<file path="src/rtl/amb_pkg.sv">
// Purpose: shared constants for the alarm 0 matcher and backup bus gating
// Assumes: register map is reached through the device's internal register port
// Notes:   offsets are 4-bit register indices
package amb_pkg;
  // register indices
  localparam logic [3:0] OFS_ALM_SEC  = 4'h0;
  localparam logic [3:0] OFS_ALM_MIN  = 4'h1;
  localparam logic [3:0] OFS_ALM_HOUR = 4'h2;
  localparam logic [3:0] OFS_ALM_DATE = 4'h3;
  localparam logic [3:0] OFS_ALM_MON  = 4'h4;
  localparam logic [3:0] OFS_ALM_WDAY = 4'h5;
  localparam logic [3:0] OFS_INT_CTRL = 4'h6;
  localparam logic [3:0] OFS_BKP_CTRL = 4'h7;
  localparam logic [3:0] OFS_STATUS   = 4'h8;
  localparam int         NUM_ALM      = 6;
  // field positions
  localparam int BIT_FIELD_EN = 7;   // per-field enable in each alarm register
  localparam int BIT_IM       = 7;   // interrupt_mode in interrupt control
  localparam int BIT_ALARM0_ENABLE     = 5;   // alarm0_enable in interrupt control
  localparam int BIT_BSW      = 0;   // backup_switch_select in backup control
  localparam int BIT_BATTERY_BUS_INHIBIT     = 1;   // battery_bus_inhibit in backup control
  localparam int BIT_AL0      = 0;   // alarm0_status_flag in status
  localparam int BIT_ONBAT    = 1;   // battery switchover state in status
  localparam int BIT_IRQPIN   = 2;   // sensed level of the interrupt pin
  // values after reset
  localparam logic [7:0] RST_ALM      = 8'h00;
  localparam logic [7:0] RST_INT_CTRL = 8'h00;
  localparam logic [7:0] RST_BKP_CTRL = 8'h00;  // standard switchover at power-up
  // pulse length of a pulsed-mode interrupt, in clock cycles
  localparam logic [3:0] IRQ_PULSE_CYC = 4'h8;
endpackage : amb_pkg

</file>
<file path="src/rtl/amb_alarm_backup.sv">
// Purpose: alarm 0 compare with single/pulsed interrupt, and backup mode bus gating
// Assumes: time_*_i already hold the advanced time in the cycle tick_i is high
// Notes:   supply comparators arrive as synchronous levels; irq pin is open drain
`timescale 1ns/1ns
// Notes on behaviour
// - main supply below reset threshold: all serial bus traffic is ignored.
// - mode 0/0: trip-threshold switchover, no bus or memory in backup.
// - mode 0/1: switch when main below battery; on battery the bus needs both above reset.
// - mode 1/0: behaves exactly like mode 0/0.
// - mode 1/1: battery switch; bus only above max(reset, battery); no memory in backup.
// - interrupt mode 0 treats an alarm match as a single event.
// - alarm only raised while alarm0_enable (control bit 5) is set.
// - alarm registers hold enable in bit 7, BCD value below; disabled fields ignored.
// - alarm fires when time first equals all enabled fields as the clock advances.
// - seconds disabled: match happens as seconds roll 59 to 00 into minute.
// - alarm event sets status flag and pulls the interrupt pin low.
// - pulsed mode sets the flag every trigger; no clearing needed for more pulses.
// - interrupt mode 1 (control bit 7) selects pulsed repeating interrupts.
// - power-up comes up in standard battery switchover mode.
module amb_alarm_backup (
  // clock, reset, enable
  input  wire logic       clk_sys_i,
  input  wire logic       nrst_i,
  input  wire logic       ce_i,
  // internal register port
  input  wire logic       reg_wr_i,
  input  wire logic [3:0] reg_addr_i,
  input  wire logic [7:0] reg_wdata_i,
  output logic      [7:0] reg_rdata_o,
  // running time, BCD
  input  wire logic       tick_i,
  input  wire logic [7:0] time_sec_i,
  input  wire logic [7:0] time_min_i,
  input  wire logic [7:0] time_hour_i,
  input  wire logic [7:0] time_date_i,
  input  wire logic [7:0] time_mon_i,
  input  wire logic [7:0] time_wday_i,
  // supply comparators
  input  wire logic       vdd_above_reset_i,
  input  wire logic       vbat_above_reset_i,
  input  wire logic       vdd_below_vbat_i,
  input  wire logic       vdd_below_trip_i,
  // power gating outputs
  output logic            on_battery_o,
  output logic            bus_enable_o,
  output logic            mem_enable_o,
  // open-drain irq_freq_output pin
  input  wire logic       irq_pin_i,
  output logic            irq_out_o,
  output logic            irq_oe_o
);
  logic [7:0] alarm_q [amb_pkg::NUM_ALM];
  logic [7:0] time_now [amb_pkg::NUM_ALM];
  logic [amb_pkg::NUM_ALM-1:0] fld_hit;
  logic [amb_pkg::NUM_ALM-1:0] fld_en;
  logic       interrupt_mode_q;
  logic       alarm0_enable_q;
  logic       backup_switch_select_q;
  logic       battery_bus_inhibit_q;
  logic       alarm0_status_flag_q;
  logic       match_prev_q;
  logic [3:0] pulse_cnt_q;
  logic       match_all;
  logic       alarm_ev;
  logic       flag_clr;
  logic       on_bat_d;
  logic       bus_en_d;
  logic       mem_en_d;

  // one enabled field compares equal on the BCD value bits
  function automatic logic field_match(input logic [7:0] cmp, input logic [7:0] now);
    field_match = (cmp[6:0] == now[6:0]);
  endfunction : field_match

  assign time_now[0] = time_sec_i;
  assign time_now[1] = time_min_i;
  assign time_now[2] = time_hour_i;
  assign time_now[3] = time_date_i;
  assign time_now[4] = time_mon_i;
  assign time_now[5] = time_wday_i;

  // per-field compare; a disabled field counts as a hit
  for (genvar g = 0; g < amb_pkg::NUM_ALM; g++) begin : g_fld
    assign fld_en[g]  = alarm_q[g][amb_pkg::BIT_FIELD_EN];
    assign fld_hit[g] = !fld_en[g] || field_match(alarm_q[g], time_now[g]);
  end

  // all-disabled alarm never fires, otherwise it would hit every tick
  assign match_all = (&fld_hit) && (|fld_en);
  // evaluated only on a clock advance, so a minute match lands on the 59->00 roll
  assign alarm_ev  = ce_i && tick_i && alarm0_enable_q
                     && match_all && !match_prev_q;
  assign flag_clr  = reg_wr_i && (reg_addr_i == amb_pkg::OFS_STATUS)
                     && !reg_wdata_i[amb_pkg::BIT_AL0];

  // alarm compare registers
  always_ff @(posedge clk_sys_i) begin
    for (int i = 0; i < amb_pkg::NUM_ALM; i++) begin
      if (!nrst_i) begin
        alarm_q[i] <= amb_pkg::RST_ALM;
      end else if (ce_i && reg_wr_i && reg_addr_i == 4'(i)) begin
        alarm_q[i] <= reg_wdata_i;
      end
    end
  end

  // interrupt and backup control bits
  always_ff @(posedge clk_sys_i) begin
    if (!nrst_i) begin
      interrupt_mode_q       <= amb_pkg::RST_INT_CTRL[amb_pkg::BIT_IM];
      alarm0_enable_q        <= amb_pkg::RST_INT_CTRL[amb_pkg::BIT_ALARM0_ENABLE];
      backup_switch_select_q <= amb_pkg::RST_BKP_CTRL[amb_pkg::BIT_BSW];
      battery_bus_inhibit_q  <= amb_pkg::RST_BKP_CTRL[amb_pkg::BIT_BATTERY_BUS_INHIBIT];
    end else if (ce_i && reg_wr_i) begin
      if (reg_addr_i == amb_pkg::OFS_INT_CTRL) begin
        interrupt_mode_q <= reg_wdata_i[amb_pkg::BIT_IM];
        alarm0_enable_q  <= reg_wdata_i[amb_pkg::BIT_ALARM0_ENABLE];
      end
      if (reg_addr_i == amb_pkg::OFS_BKP_CTRL) begin
        backup_switch_select_q <= reg_wdata_i[amb_pkg::BIT_BSW];
        battery_bus_inhibit_q  <= reg_wdata_i[amb_pkg::BIT_BATTERY_BUS_INHIBIT];
      end
    end
  end

  // first-equal tracking; a match held over several ticks fires once
  always_ff @(posedge clk_sys_i) begin
    if (!nrst_i) begin
      match_prev_q <= 1'b0;
    end else if (ce_i && tick_i) begin
      match_prev_q <= match_all;
    end
  end

  // status flag: an event in the clearing cycle wins over the clear
  always_ff @(posedge clk_sys_i) begin
    if (!nrst_i) begin
      alarm0_status_flag_q <= 1'b0;
    end else if (alarm_ev) begin
      alarm0_status_flag_q <= 1'b1;
    end else if (ce_i && flag_clr) begin
      alarm0_status_flag_q <= 1'b0;
    end
  end

  // pulse length counter for pulsed mode
  always_ff @(posedge clk_sys_i) begin
    if (!nrst_i) begin
      pulse_cnt_q <= 4'h0;
    end else if (alarm_ev && interrupt_mode_q) begin
      pulse_cnt_q <= amb_pkg::IRQ_PULSE_CYC - 4'h1;
    end else if (ce_i && pulse_cnt_q != 4'h0) begin
      pulse_cnt_q <= pulse_cnt_q - 4'h1;
    end
  end

  // open-drain pin: drive low on event, then hold per mode
  always_ff @(posedge clk_sys_i) begin
    if (!nrst_i) begin
      irq_oe_o <= 1'b0;
    end else if (ce_i) begin
      if (interrupt_mode_q) begin
        irq_oe_o <= alarm_ev || (pulse_cnt_q != 4'h0);
      end else begin
        irq_oe_o <= alarm_ev || (alarm0_status_flag_q && alarm0_enable_q
                    && !flag_clr);
      end
    end
  end

  // pin output value is always low; only the enable toggles
  always_ff @(posedge clk_sys_i) begin
    irq_out_o <= 1'b0;
  end

  // switchover and bus/memory gating per mode bits
  always_comb begin
    on_bat_d = backup_switch_select_q ? vdd_below_vbat_i : vdd_below_trip_i;
    bus_en_d = 1'b0;
    mem_en_d = 1'b0;
    if (vdd_above_reset_i) begin
      if (!backup_switch_select_q) begin
        // reset asserts before trip switchover, so backup never talks
        bus_en_d = !on_bat_d;
        mem_en_d = !on_bat_d;
      end else if (!battery_bus_inhibit_q) begin
        bus_en_d = !on_bat_d || vbat_above_reset_i;
        mem_en_d = bus_en_d;
      end else begin
        bus_en_d = !on_bat_d;
        mem_en_d = !on_bat_d;
      end
    end
  end

  always_ff @(posedge clk_sys_i) begin
    if (!nrst_i) begin
      on_battery_o <= 1'b0;
      bus_enable_o <= 1'b0;
      mem_enable_o <= 1'b0;
    end else if (ce_i) begin
      on_battery_o <= on_bat_d;
      bus_enable_o <= bus_en_d;
      mem_enable_o <= mem_en_d;
    end
  end

  // register read data, registered; unmapped indices read zero
  always_ff @(posedge clk_sys_i) begin
    if (!nrst_i) begin
      reg_rdata_o <= 8'h00;
    end else if (ce_i) begin
      reg_rdata_o <= 8'h00;
      if (reg_addr_i < 4'(amb_pkg::NUM_ALM)) begin
        reg_rdata_o <= alarm_q[reg_addr_i[2:0]];
      end else if (reg_addr_i == amb_pkg::OFS_INT_CTRL) begin
        reg_rdata_o[amb_pkg::BIT_IM]   <= interrupt_mode_q;
        reg_rdata_o[amb_pkg::BIT_ALARM0_ENABLE] <= alarm0_enable_q;
      end else if (reg_addr_i == amb_pkg::OFS_BKP_CTRL) begin
        reg_rdata_o[amb_pkg::BIT_BSW]  <= backup_switch_select_q;
        reg_rdata_o[amb_pkg::BIT_BATTERY_BUS_INHIBIT] <= battery_bus_inhibit_q;
      end else if (reg_addr_i == amb_pkg::OFS_STATUS) begin
        reg_rdata_o[amb_pkg::BIT_AL0]    <= alarm0_status_flag_q;
        reg_rdata_o[amb_pkg::BIT_ONBAT]  <= on_battery_o;
        reg_rdata_o[amb_pkg::BIT_IRQPIN] <= irq_pin_i;
      end
    end
  end
endmodule : amb_alarm_backup

</file>
<file path="config.mk">
export PLATFORM = sky130hd
export DESIGN_NAME = amb_alarm_backup
export DESIGN_NICKNAME = d
export VERILOG_FILES = /design/src/rtl/amb_pkg.sv /design/src/rtl/amb_alarm_backup.sv
export SDC_FILE = /design/constraint.sdc
export NUM_CORES = 1
export LEC_CHECK = 0
export BUFFER_PORTS_ARGS = -buffer_cell sky130_fd_sc_hd__buf_2
export CORE_MARGIN = 10
export CORE_UTILIZATION = 31
export CTS_CLUSTER_DIAMETER = 60
export CTS_CLUSTER_SIZE = 20
export DETAILED_ROUTE_END_ITERATION = 10
export GPL_TIMING_DRIVEN = 1
export HOLD_SLACK_MARGIN = 0.15
export PLACE_DENSITY = 0.5
export SLEW_MARGIN = 10
export SYNTH_ARGS = -nofsm -noshare
export SYNTH_HDL_FRONTEND = slang
export SYNTH_SLANG_ARGS = --single-unit
export TNS_END_PERCENT = 10
</file>
<file path="constraint.sdc">
create_clock -name clk_sys_i -period 2.9 [get_ports clk_sys_i]
set_input_delay 0.145 -clock clk_sys_i [delete_from_list [all_inputs] [get_ports clk_sys_i]]
set_output_delay 0.145 -clock clk_sys_i [all_outputs]
set_load 0.01 [all_outputs]
</file>
=== Word-level counts from Yosys, hierarchy flattened ===
Memory sizes are Yosys's and may differ from the RTL's.
Index checks and enable logic that the tools add are counted.

* Mux-type cells: 45
* Bitwise gates (word level): 7
* Order comparisons: 1
* Equality and inequality tests: 14
* Add/subtract/negate cells: 1
* Reductions and logical operators: 47

{| class="wikitable"
|+ Operators by type and width
! kind !! number
|-
| 2-to-1 mux 8 bit || 6
|-
| equality test 7 bit || 6
|-
| 2-to-1 mux 1 bit || 32
|-
| logical AND 1 bit || 19
|-
| equality test 4 x 3 -> 1 bit, second input constant || 4
|-
| 2-to-1 mux 3 bit || 5
|-
| zero test 1 bit || 10
|-
| logical OR 1 bit || 9
|-
| equality test 4 x 2 -> 1 bit, second input constant || 2
|-
| bitwise OR 1 bit || 6
|-
| AND reduction 6 bit || 1
|-
| OR reduction 6 bit || 1
|-
| equality test 4 x 1 -> 1 bit, second input constant || 1
|-
| equality test 4 bit, second input constant || 1
|-
| zero test 4 bit || 1
|-
| < comparator 4 x 3 -> 1 bit, second input constant || 1
|-
| 2-to-1 mux 2 bit || 2
|-
| AND reduction 2 bit || 2
|-
| nonzero test 2 bit || 2
|-
| nonzero test 4 bit || 1
|-
| subtractor 4 x 1 -> 4 bit, second input constant || 1
|-
| OR reduction 2 bit || 1
|-
| NOT 1 bit || 1
|}

* Register bits after elaboration: 21
* Logic and storage cells: 128
* Output and inout bits: 13
* Memories: 1
* Input bits: 70
* RAM bits: 48

{| class="wikitable"
|+ Memories
! memory !! depth !! bits a word !! read ports !! clocked after memory_dff !! write ports !! RTL line !! RTL
|-
| alarm_q || 6 || 8 || 7 || 0 || 6 || amb_alarm_backup.sv:52 || <nowiki>logic [7:0] alarm_q [amb_pkg::NUM_ALM];</nowiki>
|}

=== Depth between registers and ports, before layout ===
Gate-level depths: netlist of run 1.
An unclocked memory read counts as a cell.

* Depth in word-level cells: 9
* Gate-level depth with buffers: 8
* Depth with buffers taken out: 7

=== Least setup slack after synthesis of run 1 ===
No wires, ideal clock.

* Path type: in2reg
* Start: input reg_addr_i[1]
* End: memory alarm_q[2][0], enable pin
* Stages: 4
* Data arrival time: 1494 ps
* Setup slack: 1022 ps
* Required time: 2516 ps
* Path through: clkbuf_1 buf_2 nand2b_1 o21ai_0

{| class="wikitable"
|+ RTL lines
! what !! RTL line !! RTL
|-
| from (decl) || amb_alarm_backup.sv:27 || <nowiki>input wire logic [3:0] reg_addr_i,</nowiki>
|-
| to (decl) || amb_alarm_backup.sv:52 ||
|}

==> results.md, run 1 <==
- Largest net degree at the start of global routing: 27
- Crit path cell chain: xnor2_1 > nand4_1 > o41ai_1 > nand2_1 > or4b_1 > a31oi_1
- Syn Area/Cell: 11.1 um^2
- Post-Synth Adder-Cell Area: 0.335%
- Seq/Total Area, Yosys: 49.9%
- Hpwl dp: 8670 um
- Ys async rst share: 0%
- Clk pwr share: 42.0%
- Fillers: 1,211
- Period minus WS final: 2230 ps
- Synth Flop Type: edfxtp_1
- Seq. cell area: 1860 um^2
- Yosys cell types: 49
- Total GRT Usage: 13.7%
- 1st-pass router iterations: 4
- Net load switching power: 678 uW
- Cts hold-fix bufs: 7
- CTS resizes: 0
- Slew @ Worst Pin: 811 ps
- Slew HR: 45.1%
- Outcome: complete, no violations
- Wire length of the first global-routing pass: 17,000 um
- Antenna viol nets, final: 0
- Worst path arrival time: 2500 ps
- Ys Warns: 0
- Post-route setup TNS: 0 ps
- Critical Path RT: 3170 ps
- Iter 0 DRT Violations: 189
- Slowest stage delay, CP: 570 ps
- Final Skew: 8.06 ps
- FF+latch count, synth: 69
- CTS sink cnt: 69
- VDD IR max: 0.000240 V
- Routed via count: 2,854
- Setup violators final: 0
- CTS tree: yes
- # port buffers: 75
- Synthesized instance count: 336
- Internal Power: 1.95 mW
- Total wire length: 11,200 um
- Ports: 83
- Critical Path Start Type: register
- Post-synth EDFFs: 48
- Largest family of logic cells by synthesized area: simple AND/OR/NAND/NOR gates
- Worst setup EP type: register
- Multi-input gate area: 1750 um^2
- Design area: 4640 um^2
- Core Area: 11,900 um^2
- Die width: 130 um
- Fraction of layout cells with a size suffix above 1: 27.2%
- Final Cycle Share: 77.0%
- Worst path slowest cell: o41ai_1
- Final Hold Viols: 0
- Synth Area in XOR/XNOR: 10.3%
- Setup Buffers After CTS: 0
- Reg power frac: 44.3%
- Inserted Clock Buffers: 9
- Vias in the first global route: 3,032
- Via density per instance: 4.97
- # H-tree levels: 3
- Final net count: 493
- Critical setup path kind: reg2reg
- RSZ-0062 raised after global routing: no
- Synth Area in Simple Gates: 17.4%
- Chip height: 130 um
- Post-Syn Nets: 407
- Crit-path max FO: 2
- Placed cell count: 551
- Average wire per standard cell: 19.6 um
- CTS Root Cell: clkbuf_16
- DP Area: 4270 um^2
- Slew Limit Fails: 0
- Pwr dens: 566 nW/um^2
- DIE AREA: 16,800 um^2
- CTS clk-pin slew, worst paths: 60 ps
- Post-route insts no fill: 574
- Post-synthesis cell area: 3730 um^2
- Highest clock rate: 0.448 GHz
- Total global routing overflow: 0
- Switching share of power: 25.8%
- Initial antenna violation count: 0
- Area grow syn2layout: 24.3%
- Initial core utilization: 31.3%
- Clk Latency, worst-skew pair: 340 ps
- Multiplexer share of the synthesized area: 7.35%
- Lkg Pwr: 1.74 nW
- Logic pwr share: 13.7%
- Max-cap violation count: 0
- Ant diodes: 0
- Post-route DRC: 0
- Post-synthesis compound-gate area fraction: 11.4%
- CTS Buffer Depth: 2
- Routability congestion estimate: 0.781
- Number of core rows: 40
- Worst Hold Class: in2reg
## layer usage
metal  GRT usage (%)  up-vias  part of all wire (%)
li1                -     1394                     -
met1            16.3     1368                    42
met2            22.9       75                    50
met3            3.37       17                   6.1
met4            6.35        0                   2.2
met5               0        -                     0
## through the flow
step / util, % / total power [mW] / hold slack, ps / setup WS (ps)
finish: 38.9 / 2.62 / 153 / 667
global placement: 35.8 / 1.53 / 428 / 741
global route: 38.9 / 2.73 / 159 / 545
detailed placement: 35.8 / 1.54 / 438 / 697
CTS: 38.9 / 2.65 / 153 / 679
floorplan: - / 1.39 / 281 / 1020
## critical path, delay by kind of cell (launching register included)
kind | cells | cell delay [ps]
AO/OA/AOI/OAI | 2 | 740
flip-flops | 1 | 410
XOR/XNOR | 1 | 170
AND/OR/NAND/NOR | 3 | 840
## power by group through the flow
stage / registers [mW] / logic [mW] / clock network, mW
after global routing: 1.17 / 0.397 / 1.16
after floorplan: 1.17 / 0.220 / 0
after CTS: 1.16 / 0.367 / 1.12
final: 1.16 / 0.360 / 1.10
after global placement: 1.18 / 0.349 / 0
after detailed placement: 1.18 / 0.358 / 0
## layout make-up
type	count	area share (%)
Sequential cell	69	40.2
Multi-Input combinational cell	243	37.8
Timing Repair Buffer	90	10.9
Clock buffer	9	4.86
Tap cell	147	3.97
Clock inverter	7	1.62
Inverter	9	0.729
## registers in the layout (all words and copies together), names as in the netlist
name,count
alarm_q,48
interrupt_mode_q,1
pulse_cnt_q,4
reg_rdata_o,8
match_prev_q,1
on_battery_o,1
battery_bus_inhibit_q,1
alarm0_enable_q,1
mem_enable_o,1
irq_oe_o,1
backup_switch_select_q,1
alarm0_status_flag_q,1
## path summary, 6_finish.rpt
kind | slack [ps] | endpoint | from | cells after the start
max | 670 | irq_oe_o | alarm_q[5][3] | 6
min | 150 | alarm_q[2][6] | reg_wdata_i[6] | 2
max reg2reg | 670 | irq_oe_o | alarm_q[5][3] | 6
min reg2reg | 460 | match_prev_q | match_prev_q | 2
## kinds of logic after synthesis
kind of cell / count (synthesis)
AO/OA/AOI/OAI: 61
buffers and inverters: 24
adder cells (fa/ha/maj): 1
XOR/XNOR: 44
AND/OR/NAND/NOR: 119
flip-flops: 69
other: 1
multiplexers: 17
## cells in the mapped netlist, drive strengths merged (2+ instances only)
| library cell | n | share of area (%) |
|---|---|---|
| a31oi | 3 | 0.50 |
| clkbuf | 8 | 0.81 |
| buf | 7 | 1.4 |
| edfxtp | 48 | 39 |
| o211ai | 2 | 0.40 |
| mux2i | 9 | 2.4 |
| a21oi | 19 | 2.5 |
| dfxtp | 21 | 11 |
| xnor2 | 26 | 6.1 |
| o41ai | 5 | 2.1 |
| o21a | 3 | 0.60 |
| nand3 | 2 | 0.27 |
| xor2 | 18 | 4.2 |
| nand4 | 8 | 1.3 |
| nor3 | 8 | 1.2 |
| nand2b | 2 | 0.34 |
| a211oi | 5 | 1.0 |
| nor4 | 5 | 0.84 |
| o21ai | 13 | 1.7 |
| nor2b | 2 | 0.34 |
| o31ai | 2 | 0.40 |
| mux4 | 8 | 4.9 |
| nand2 | 21 | 2.1 |
| a22oi | 2 | 0.40 |
| inv | 9 | 0.91 |
| and2 | 43 | 7.2 |
| a211o | 3 | 0.70 |
| nor2 | 21 | 2.3 |
## cells in the final DEF, fill, tap and decap left out, types with 3 or more instances in the layout
master / instances
nand4_1: 8
nand2_1: 21
buf_2: 75
dlygate4sd3_1: 7
and2_1: 43
nor2_2: 3
a211o_1: 3
o21ai_0: 13
inv_1: 8
clkbuf_16: 9
clkinvlp_4: 3
buf_4: 8
a21oi_1: 19
edfxtp_1: 48
mux2i_1: 9
mux4_2: 7
nor2_1: 18
a31oi_1: 3
nor3_1: 7
o21a_1: 3
xor2_1: 18
dfxtp_1: 21
xnor2_1: 26
a211oi_1: 5
nor4_1: 5
Note: power is estimated with default switching activity, not from simulation.
==> run 2, diff against run 1 <==
--- a/config.mk
+++ b/config.mk
@@ -5,6 +5,7 @@
 export SDC_FILE = /design/constraint.sdc
 export NUM_CORES = 1
 export LEC_CHECK = 0
+export ABC_AREA = 1
 export BUFFER_PORTS_ARGS = -buffer_cell sky130_fd_sc_hd__buf_2
 export CORE_MARGIN = 10
 export CORE_UTILIZATION = 31
@@ -13,7 +14,7 @@
 export DETAILED_ROUTE_END_ITERATION = 10
 export GPL_TIMING_DRIVEN = 1
 export HOLD_SLACK_MARGIN = 0.15
-export PLACE_DENSITY = 0.5
+export PLACE_DENSITY = 0.49
 export SLEW_MARGIN = 10
 export SYNTH_ARGS = -nofsm -noshare
 export SYNTH_HDL_FRONTEND = slang
==> constraint.sdc (replaced) <==
create_clock -name clk_sys_i -period 2.2 [get_ports clk_sys_i]
set_input_delay 0.11 -clock clk_sys_i [delete_from_list [all_inputs] [get_ports clk_sys_i]]
set_output_delay 0.11 -clock clk_sys_i [all_outputs]
set_load 0.01 [all_outputs]
==> results.md, run 2 <==
- Biggest register: alarm_q
- Fraction of layout cells with a size suffix above 1: 17.9% (-9.3 points)
- Largest register FFs: 48 (unchanged)
- Iter 0 DRT Violations: 180 (-4.8%)
- Area grow syn2layout: 25.2%
- Hold Crit Endpoint: on_battery_o
- Area share of the largest cell type after synthesis: 37.8% (-0.87 points)
- Synthesized instance count: 491 (+46%)
- Yosys cell types: 33 (-33%)
- CTS sink cnt: 69 (unchanged)
- Fillers: 1,262 (+4.2%)
- Die width: 131 um (+0.97%)
- Inserted Clock Buffers: 9 (unchanged)
- Post-synthesis cell area: 3820 um^2 (+2.3%)
- Crit-path max FO: 4 (+2)
- Ant diodes: 0 (unchanged)
- Antenna viol nets, final: 0 (unchanged)
- # H-tree levels: 3 (unchanged)
- Most common cell in the netlist: nand2_1
- Synth top cells by count: nand2_1, nor2_1, inv_1, edfxtp_1, a21oi_1
- Initial core utilization: 31.8% (+0.46 points)
- Highest clock rate: 0.599 GHz (+34%)
- CTS resizes: 0 (unchanged)
- Largest area contributor in the netlist: edfxtp_1
- CTS Buffer Depth: 2 (unchanged)
- Ys async rst share: 0% (unchanged)
- Post-route setup TNS: 0 ps (unchanged)
- Critical setup path kind: reg2reg
- Final Skew: 8.68 ps (+0.622 ps)
- Clk Latency, worst-skew pair: 340 ps (about the same)
- Total power: 3.64 mW (+39%)
- VDD IR max: 0.000371 V (+55%)
- R2R Path Start: alarm_q[3][3]
- Post-Syn Nets: 562 (+38%)
- Post-route DRC: 0 (unchanged)
- Wire length of the first global-routing pass: 17,800 um (+5.0%)
- Worst setup EP type: register
- Ranking of synthesized cells by area: edfxtp_1, nand2_1, dfxtp_1
- Average wire per standard cell: 15.8 um (-19%)
- Routability congestion estimate: 0.920 (+18%)
- Hold Path Depth: 5 (+3)
- HP Start: vdd_below_trip_i
- Multi-input gate area: 1630 um^2 (-6.9%)
- Worst path arrival time: 1930 ps (-570 ps)
- # port buffers: 75 (unchanged)
- Final Cycle Share: 75.9% (-1.1 points)
- Total global routing overflow: 0 (unchanged)
- Pwr dens: 762 nW/um^2 (+35%)
- RSZ-0062 raised after global routing: no
- 1st-pass router iterations: 5 (+1)
- Seq. cell area: 1860 um^2 (unchanged)
- Ys Warns: 0 (unchanged)
- Biggest regs: alarm_q x48, reg_rdata_o x8, pulse_cnt_q x4
- Period minus WS final: 1670 ps (-562 ps)
- DP Area: 4390 um^2 (+2.8%)
- CTS clk-pin slew, worst paths: 60 ps (about the same)
- Total wire length: 11,600 um (+3.3%)
- Initial antenna violation count: 0 (unchanged)
- Post-synth EDFFs: 48 (unchanged)
- FF-to-FF End: pulse_cnt_q[0]
- Commonest non-fill, non-tap cell in the layout: nand2_1
- Setup slack, reg-to-reg: 530 ps (-140 ps)
- Largest net degree at the start of global routing: 22 (-19%)
- Syn Area/Cell: 7.77 um^2 (-30%)
- Lkg Pwr: 2.20 nW (+26%)
- FF+latch count, synth: 69 (unchanged)
- Worst reg2reg path depth: 9 (+3)
- Via density per instance: 4.66 (-6.2%)
- Chip height: 131 um (+0.97%)
- Final Hold Viols: 0 (unchanged)
- Core Area: 12,000 um^2 (+0.84%)
- Most frequent cells in the layout: nand2_1, nor2_1, buf_2, inv_1, edfxtp_1
- CTS Root Cell: clkbuf_16
- Critical Path Start Type: register
- Total GRT Usage: 13.8% (+0.099 points)
- Synth Flop Type: edfxtp_1
- DIE AREA: 17,100 um^2 (+2.0%)
- Number of core rows: 40 (unchanged)
- CTS tree: yes
- Max-cap violation count: 0 (unchanged)
- Vias in the first global route: 3,429 (+13%)
- Hpwl dp: 9250 um (+6.7%)
- Routed via count: 3,423 (+20%)
- Setup violators final: 0 (unchanged)
- Outcome: complete, no violations
- Ports: 83 (unchanged)
- Slew Limit Fails: 0 (unchanged)
- Design area: 4780 um^2 (+3.0%)
- Critical Path RT: 2460 ps (-710 ps)
- Seq/Total Area, Yosys: 48.8% (-1.1 points)
- Worst Hold Class: in2reg
- Final net count: 653 (+32%)
-- run 2: changes by cell type in the layout (fill, tap and decap cells not counted), moves of 5 or more --
cell and delta:
nand2_1 +99, nor2_1 +71, inv_1 +63, and2_1 -43, nand3_1 +19, xor2_1 -12
mux2i_1 -9, o21ai_0 +9, mux4_2 -7, nor3_1 -6, a21oi_1 +5, nand4_1 -5
o22ai_1 +5, xnor2_1 -5
-- run 2: worst max-delay path, stage by stage (launching register included) --
cell      delay, ps
edfxtp_1        390
inv_1           110
nand2_1          60
nand2_1          50
nand3_1         120
o21ai_1         280
nand2_1         140
nor2_4          150
nand4_2         130
a21oi_1         170
-- run 2: final cells by class --
cell class	instances	share of cell area [%]
clock inverters	1	0.131
inverters	73	5.74
well taps	147	3.85
clock buffers	15	6.57
repair buffers	90	10.6
multi-input cells	339	34.2
flip-flops and latches	69	39.0
-- run 2: metal layers --
layer  vias to the layer above  global-route usage [%]  share of wire, %
met5                         -                       0                 0
met4                         0                    7.46               3.1
met3                        22                    2.05               4.5
met2                       105                    22.4                48
met1                      1532                    17.3                44
li1                       1764                       -                 -
-- run 2: cells by family after synthesis --
kind of cell | Yosys count | synth area share [%]
XOR/XNOR | 27 | 6.20
buffers and inverters | 83 | 8.46
adder cells (fa/ha/maj) | 1 | 0.328
AND/OR/NAND/NOR | 240 | 25.4
flip-flops | 69 | 48.8
other | 1 | 0.0983
AO/OA/AOI/OAI | 70 | 10.7
-- run 2: through the flow --
step                      hold WS (ps)  worst slack [ps]  util, %  cells
after floorplan                    253               663        -    491
after global placement             365               539     36.5    711
after detailed placement           368               525     36.5    711
after CTS                          151               511     39.8    734
after global routing               199               367     39.8    734
final                              157               529     39.8    734
-- run 2: repair_timing --
action / in CTS / in global routing
hold endpoints to repair: 6 / 0
buffers inserted: 0 / 0
hold buffers: 7 / 0
endpoints found under the setup margin: 0 / 0
-- run 2: worst max-delay path by stage --
stage                   from  cells past startpoint  slack (ps)        endpoint
2_1_floorplan  reg_addr_i[3]                      5         660   alarm_q[5][0]
3_3_place_gp   alarm_q[2][0]                      9         540  pulse_cnt_q[3]
3_5_place_dp   alarm_q[2][0]                      8         520  pulse_cnt_q[0]
4_1_cts        alarm_q[2][0]                      8         510  pulse_cnt_q[0]
5_1_grt        alarm_q[2][0]                      8         370  pulse_cnt_q[0]
6_report       alarm_q[3][3]                      9         530  pulse_cnt_q[0]
-- run 2: power by group --
group,switching [mW],internal (mW),leakage (nW),total (mW)
clock,0.547,0.977,0.160,1.52
combinational,0.337,0.230,1.41,0.567
sequential,0.0662,1.48,0.629,1.55
total,0.950,2.69,2.20,3.64
==> run 3, diff against run 2 <==
==> constraint.sdc (replaced) <==
create_clock -name clk_sys_i -period 1.7 [get_ports clk_sys_i]
set_input_delay 0.085 -clock clk_sys_i [delete_from_list [all_inputs] [get_ports clk_sys_i]]
set_output_delay 0.085 -clock clk_sys_i [all_outputs]
set_load 0.01 [all_outputs]
==> results.md, run 3 (synthesis gave the netlist of run 2 again) <==
- Total global routing overflow: 0 (unchanged)
- CP endpoint: mem_enable_o
- Total wire length: 11,600 um (+0.16%)
- Initial core utilization: 31.8% (unchanged)
- CTS Buffer Depth: 2 (unchanged)
- Fraction of layout cells with a size suffix above 1: 20.8% (+2.9 points)
- Routability congestion estimate: 0.881 (-4.2%)
- # port buffers: 75 (unchanged)
- Outcome: complete, no violations
- Clk Latency, worst-skew pair: 330 ps (about the same)
- Area grow syn2layout: 30.1%
- Largest register FFs: 48 (unchanged)
- Commonest non-fill, non-tap cell in the layout: nand2_1
- Worst reg2reg path depth: 9 (unchanged)
- Number of core rows: 40 (unchanged)
- Final Hold Viols: 0 (unchanged)
- Inserted Clock Buffers: 9 (unchanged)
- VDD IR max: 0.000382 V (+3.2%)
- Vias in the first global route: 3,506 (+2.2%)
- Total power: 4.94 mW (+36%)
- Average wire per standard cell: 15.5 um (-1.8%)
- Period minus WS final: 1580 ps
- Slew Limit Fails: 0 (unchanged)
- Crit path depth: 8 (-1)
- FF-to-FF End: pulse_cnt_q[1]
- Worst Setup SP: ce_i
- Cell family with most CP delay: buffers and inverters
- Critical Path RT: 1960 ps (-500 ps)
- Via density per instance: 4.68 (+0.46%)
- Iter 0 DRT Violations: 230 (+28%)
- Core Area: 12,000 um^2 (unchanged)
- 1st-pass router iterations: 5 (unchanged)
- Slowest stage delay, CP: 540 ps (+150 ps)
- Highest clock rate: 0.633 GHz
- Biggest register: alarm_q
- CTS sink cnt: 69 (unchanged)
- Setup slack, reg-to-reg: 160 ps (-370 ps)
- Crit-path max FO: 10 (+6)
- Post-route DRC: 0 (unchanged)
- Hpwl dp: 9200 um (-0.50%)
- Largest net degree at the start of global routing: 22 (unchanged)
- R2R Path Start: alarm_q[3][3]
- Lkg Pwr: 2.29 nW (+4.3%)
- Wire length of the first global-routing pass: 18,200 um (+2.1%)
- Final net count: 668 (+2.3%)
- CTS clk-pin slew, worst paths: 60 ps (about the same)
- DIE AREA: 17,100 um^2 (unchanged)
- Worst path slowest cell: dlygate4sd3_1
- Worst Hold Class: in2reg
- Ports: 83 (unchanged)
- # H-tree levels: 3 (unchanged)
- Die width: 131 um (unchanged)
- Crit path cell chain: dlygate4sd3_1 > clkbuf_4 > buf_4 > nand3_1 > nand2_1 > nand2_1 > dlygate4sd3_1 > a21oi_1
- Routed via count: 3,509 (+2.5%)
- RSZ-0062 raised after global routing: no
- Worst setup EP type: register
- Max-cap violation count: 0 (unchanged)
- Critical Path Start Type: primary input
- Buf+Inv Stages, Crit Path: 4 (+3)
- Total GRT Usage: 14.1% (+0.25 points)
- Final Cycle Share: 93.0%
- Most frequent cells in the layout: nand2_1, nor2_1, buf_2, inv_1, edfxtp_1
- Worst path arrival time: 1840 ps (-90 ps)
- Initial antenna violation count: 0 (unchanged)
- Antenna viol nets, final: 0 (unchanged)
- Ant diodes: 0 (unchanged)
- CTS tree: yes
- CTS Root Cell: clkbuf_16
- Post-route setup TNS: 0 ps (unchanged)
- Biggest regs: alarm_q x48, reg_rdata_o x8, pulse_cnt_q x4
- Final Skew: 6.19 ps (-2.49 ps)
- Chip height: 131 um (unchanged)
- Critical setup path kind: in2reg
- Setup violators final: 0 (unchanged)
- Pwr dens: 995 nW/um^2 (+31%)
## run 3: area by class of cell
class	count	area, um^2
clock buffer	13	314
clock inverter	3	43.8
fill	1259	7050
inverter	73	274
multi-input combinational	339	1660
sequential	69	1860
tap	147	184
timing repair buffer	105	626
## run 3: worst min-delay path by stage
stage / startpoint / end / cells past startpoint
after floorplan: vdd_above_reset_i / mem_enable_o / 2
after global placement: vdd_above_reset_i / mem_enable_o / 3
after detailed placement: vdd_above_reset_i / mem_enable_o / 3
after global routing: reg_addr_i[3] / reg_rdata_o[5] / 4
final: nrst_i / reg_rdata_o[1] / 3
after CTS: nrst_i / reg_rdata_o[1] / 3
## run 3: stage by stage
stage	utilization (%)	instances	setup slack, ps	area [um^2]	hold slack [ps]
after CTS	40.9	746	56.4	4910	157
final	41.3	749	119	4970	172
after floorplan	-	491	188	3820	228
after global routing	41.3	749	12.3	4970	176
after detailed placement	37.1	721	72.4	4460	351
after global placement	37.1	721	113	4460	344
## run 3: repair_timing
action / in CTS / in global routing
hold buffers: 9 / 0
endpoints found under the hold margin: 7 / 0
setup endpoints to repair: 0 / 21
buffers inserted: 0 / 3
resized for setup: 0 / 10
## run 3: worst reg2reg max path: cells and delay by family, from the launching register on
kind,cells,cell delay (ps)
DFF,1,390
AOI/OAI and AO/OA,2,360
and+or+nand+nor,6,610
buffers and inverters,1,90
## run 3: report_power, final
part	leakage [nW]	internal [mW]	switching, mW
sequential	0.629	1.92	0.0825
combinational	1.49	0.326	0.447
clock	0.177	1.44	0.725
## run 3: per-layer routing
metal	GRT usage (%)	part of all wire, %
met1	18.1	45
met2	22.4	48
met3	2.78	4.3
met4	6.08	2.3
met5	0	0
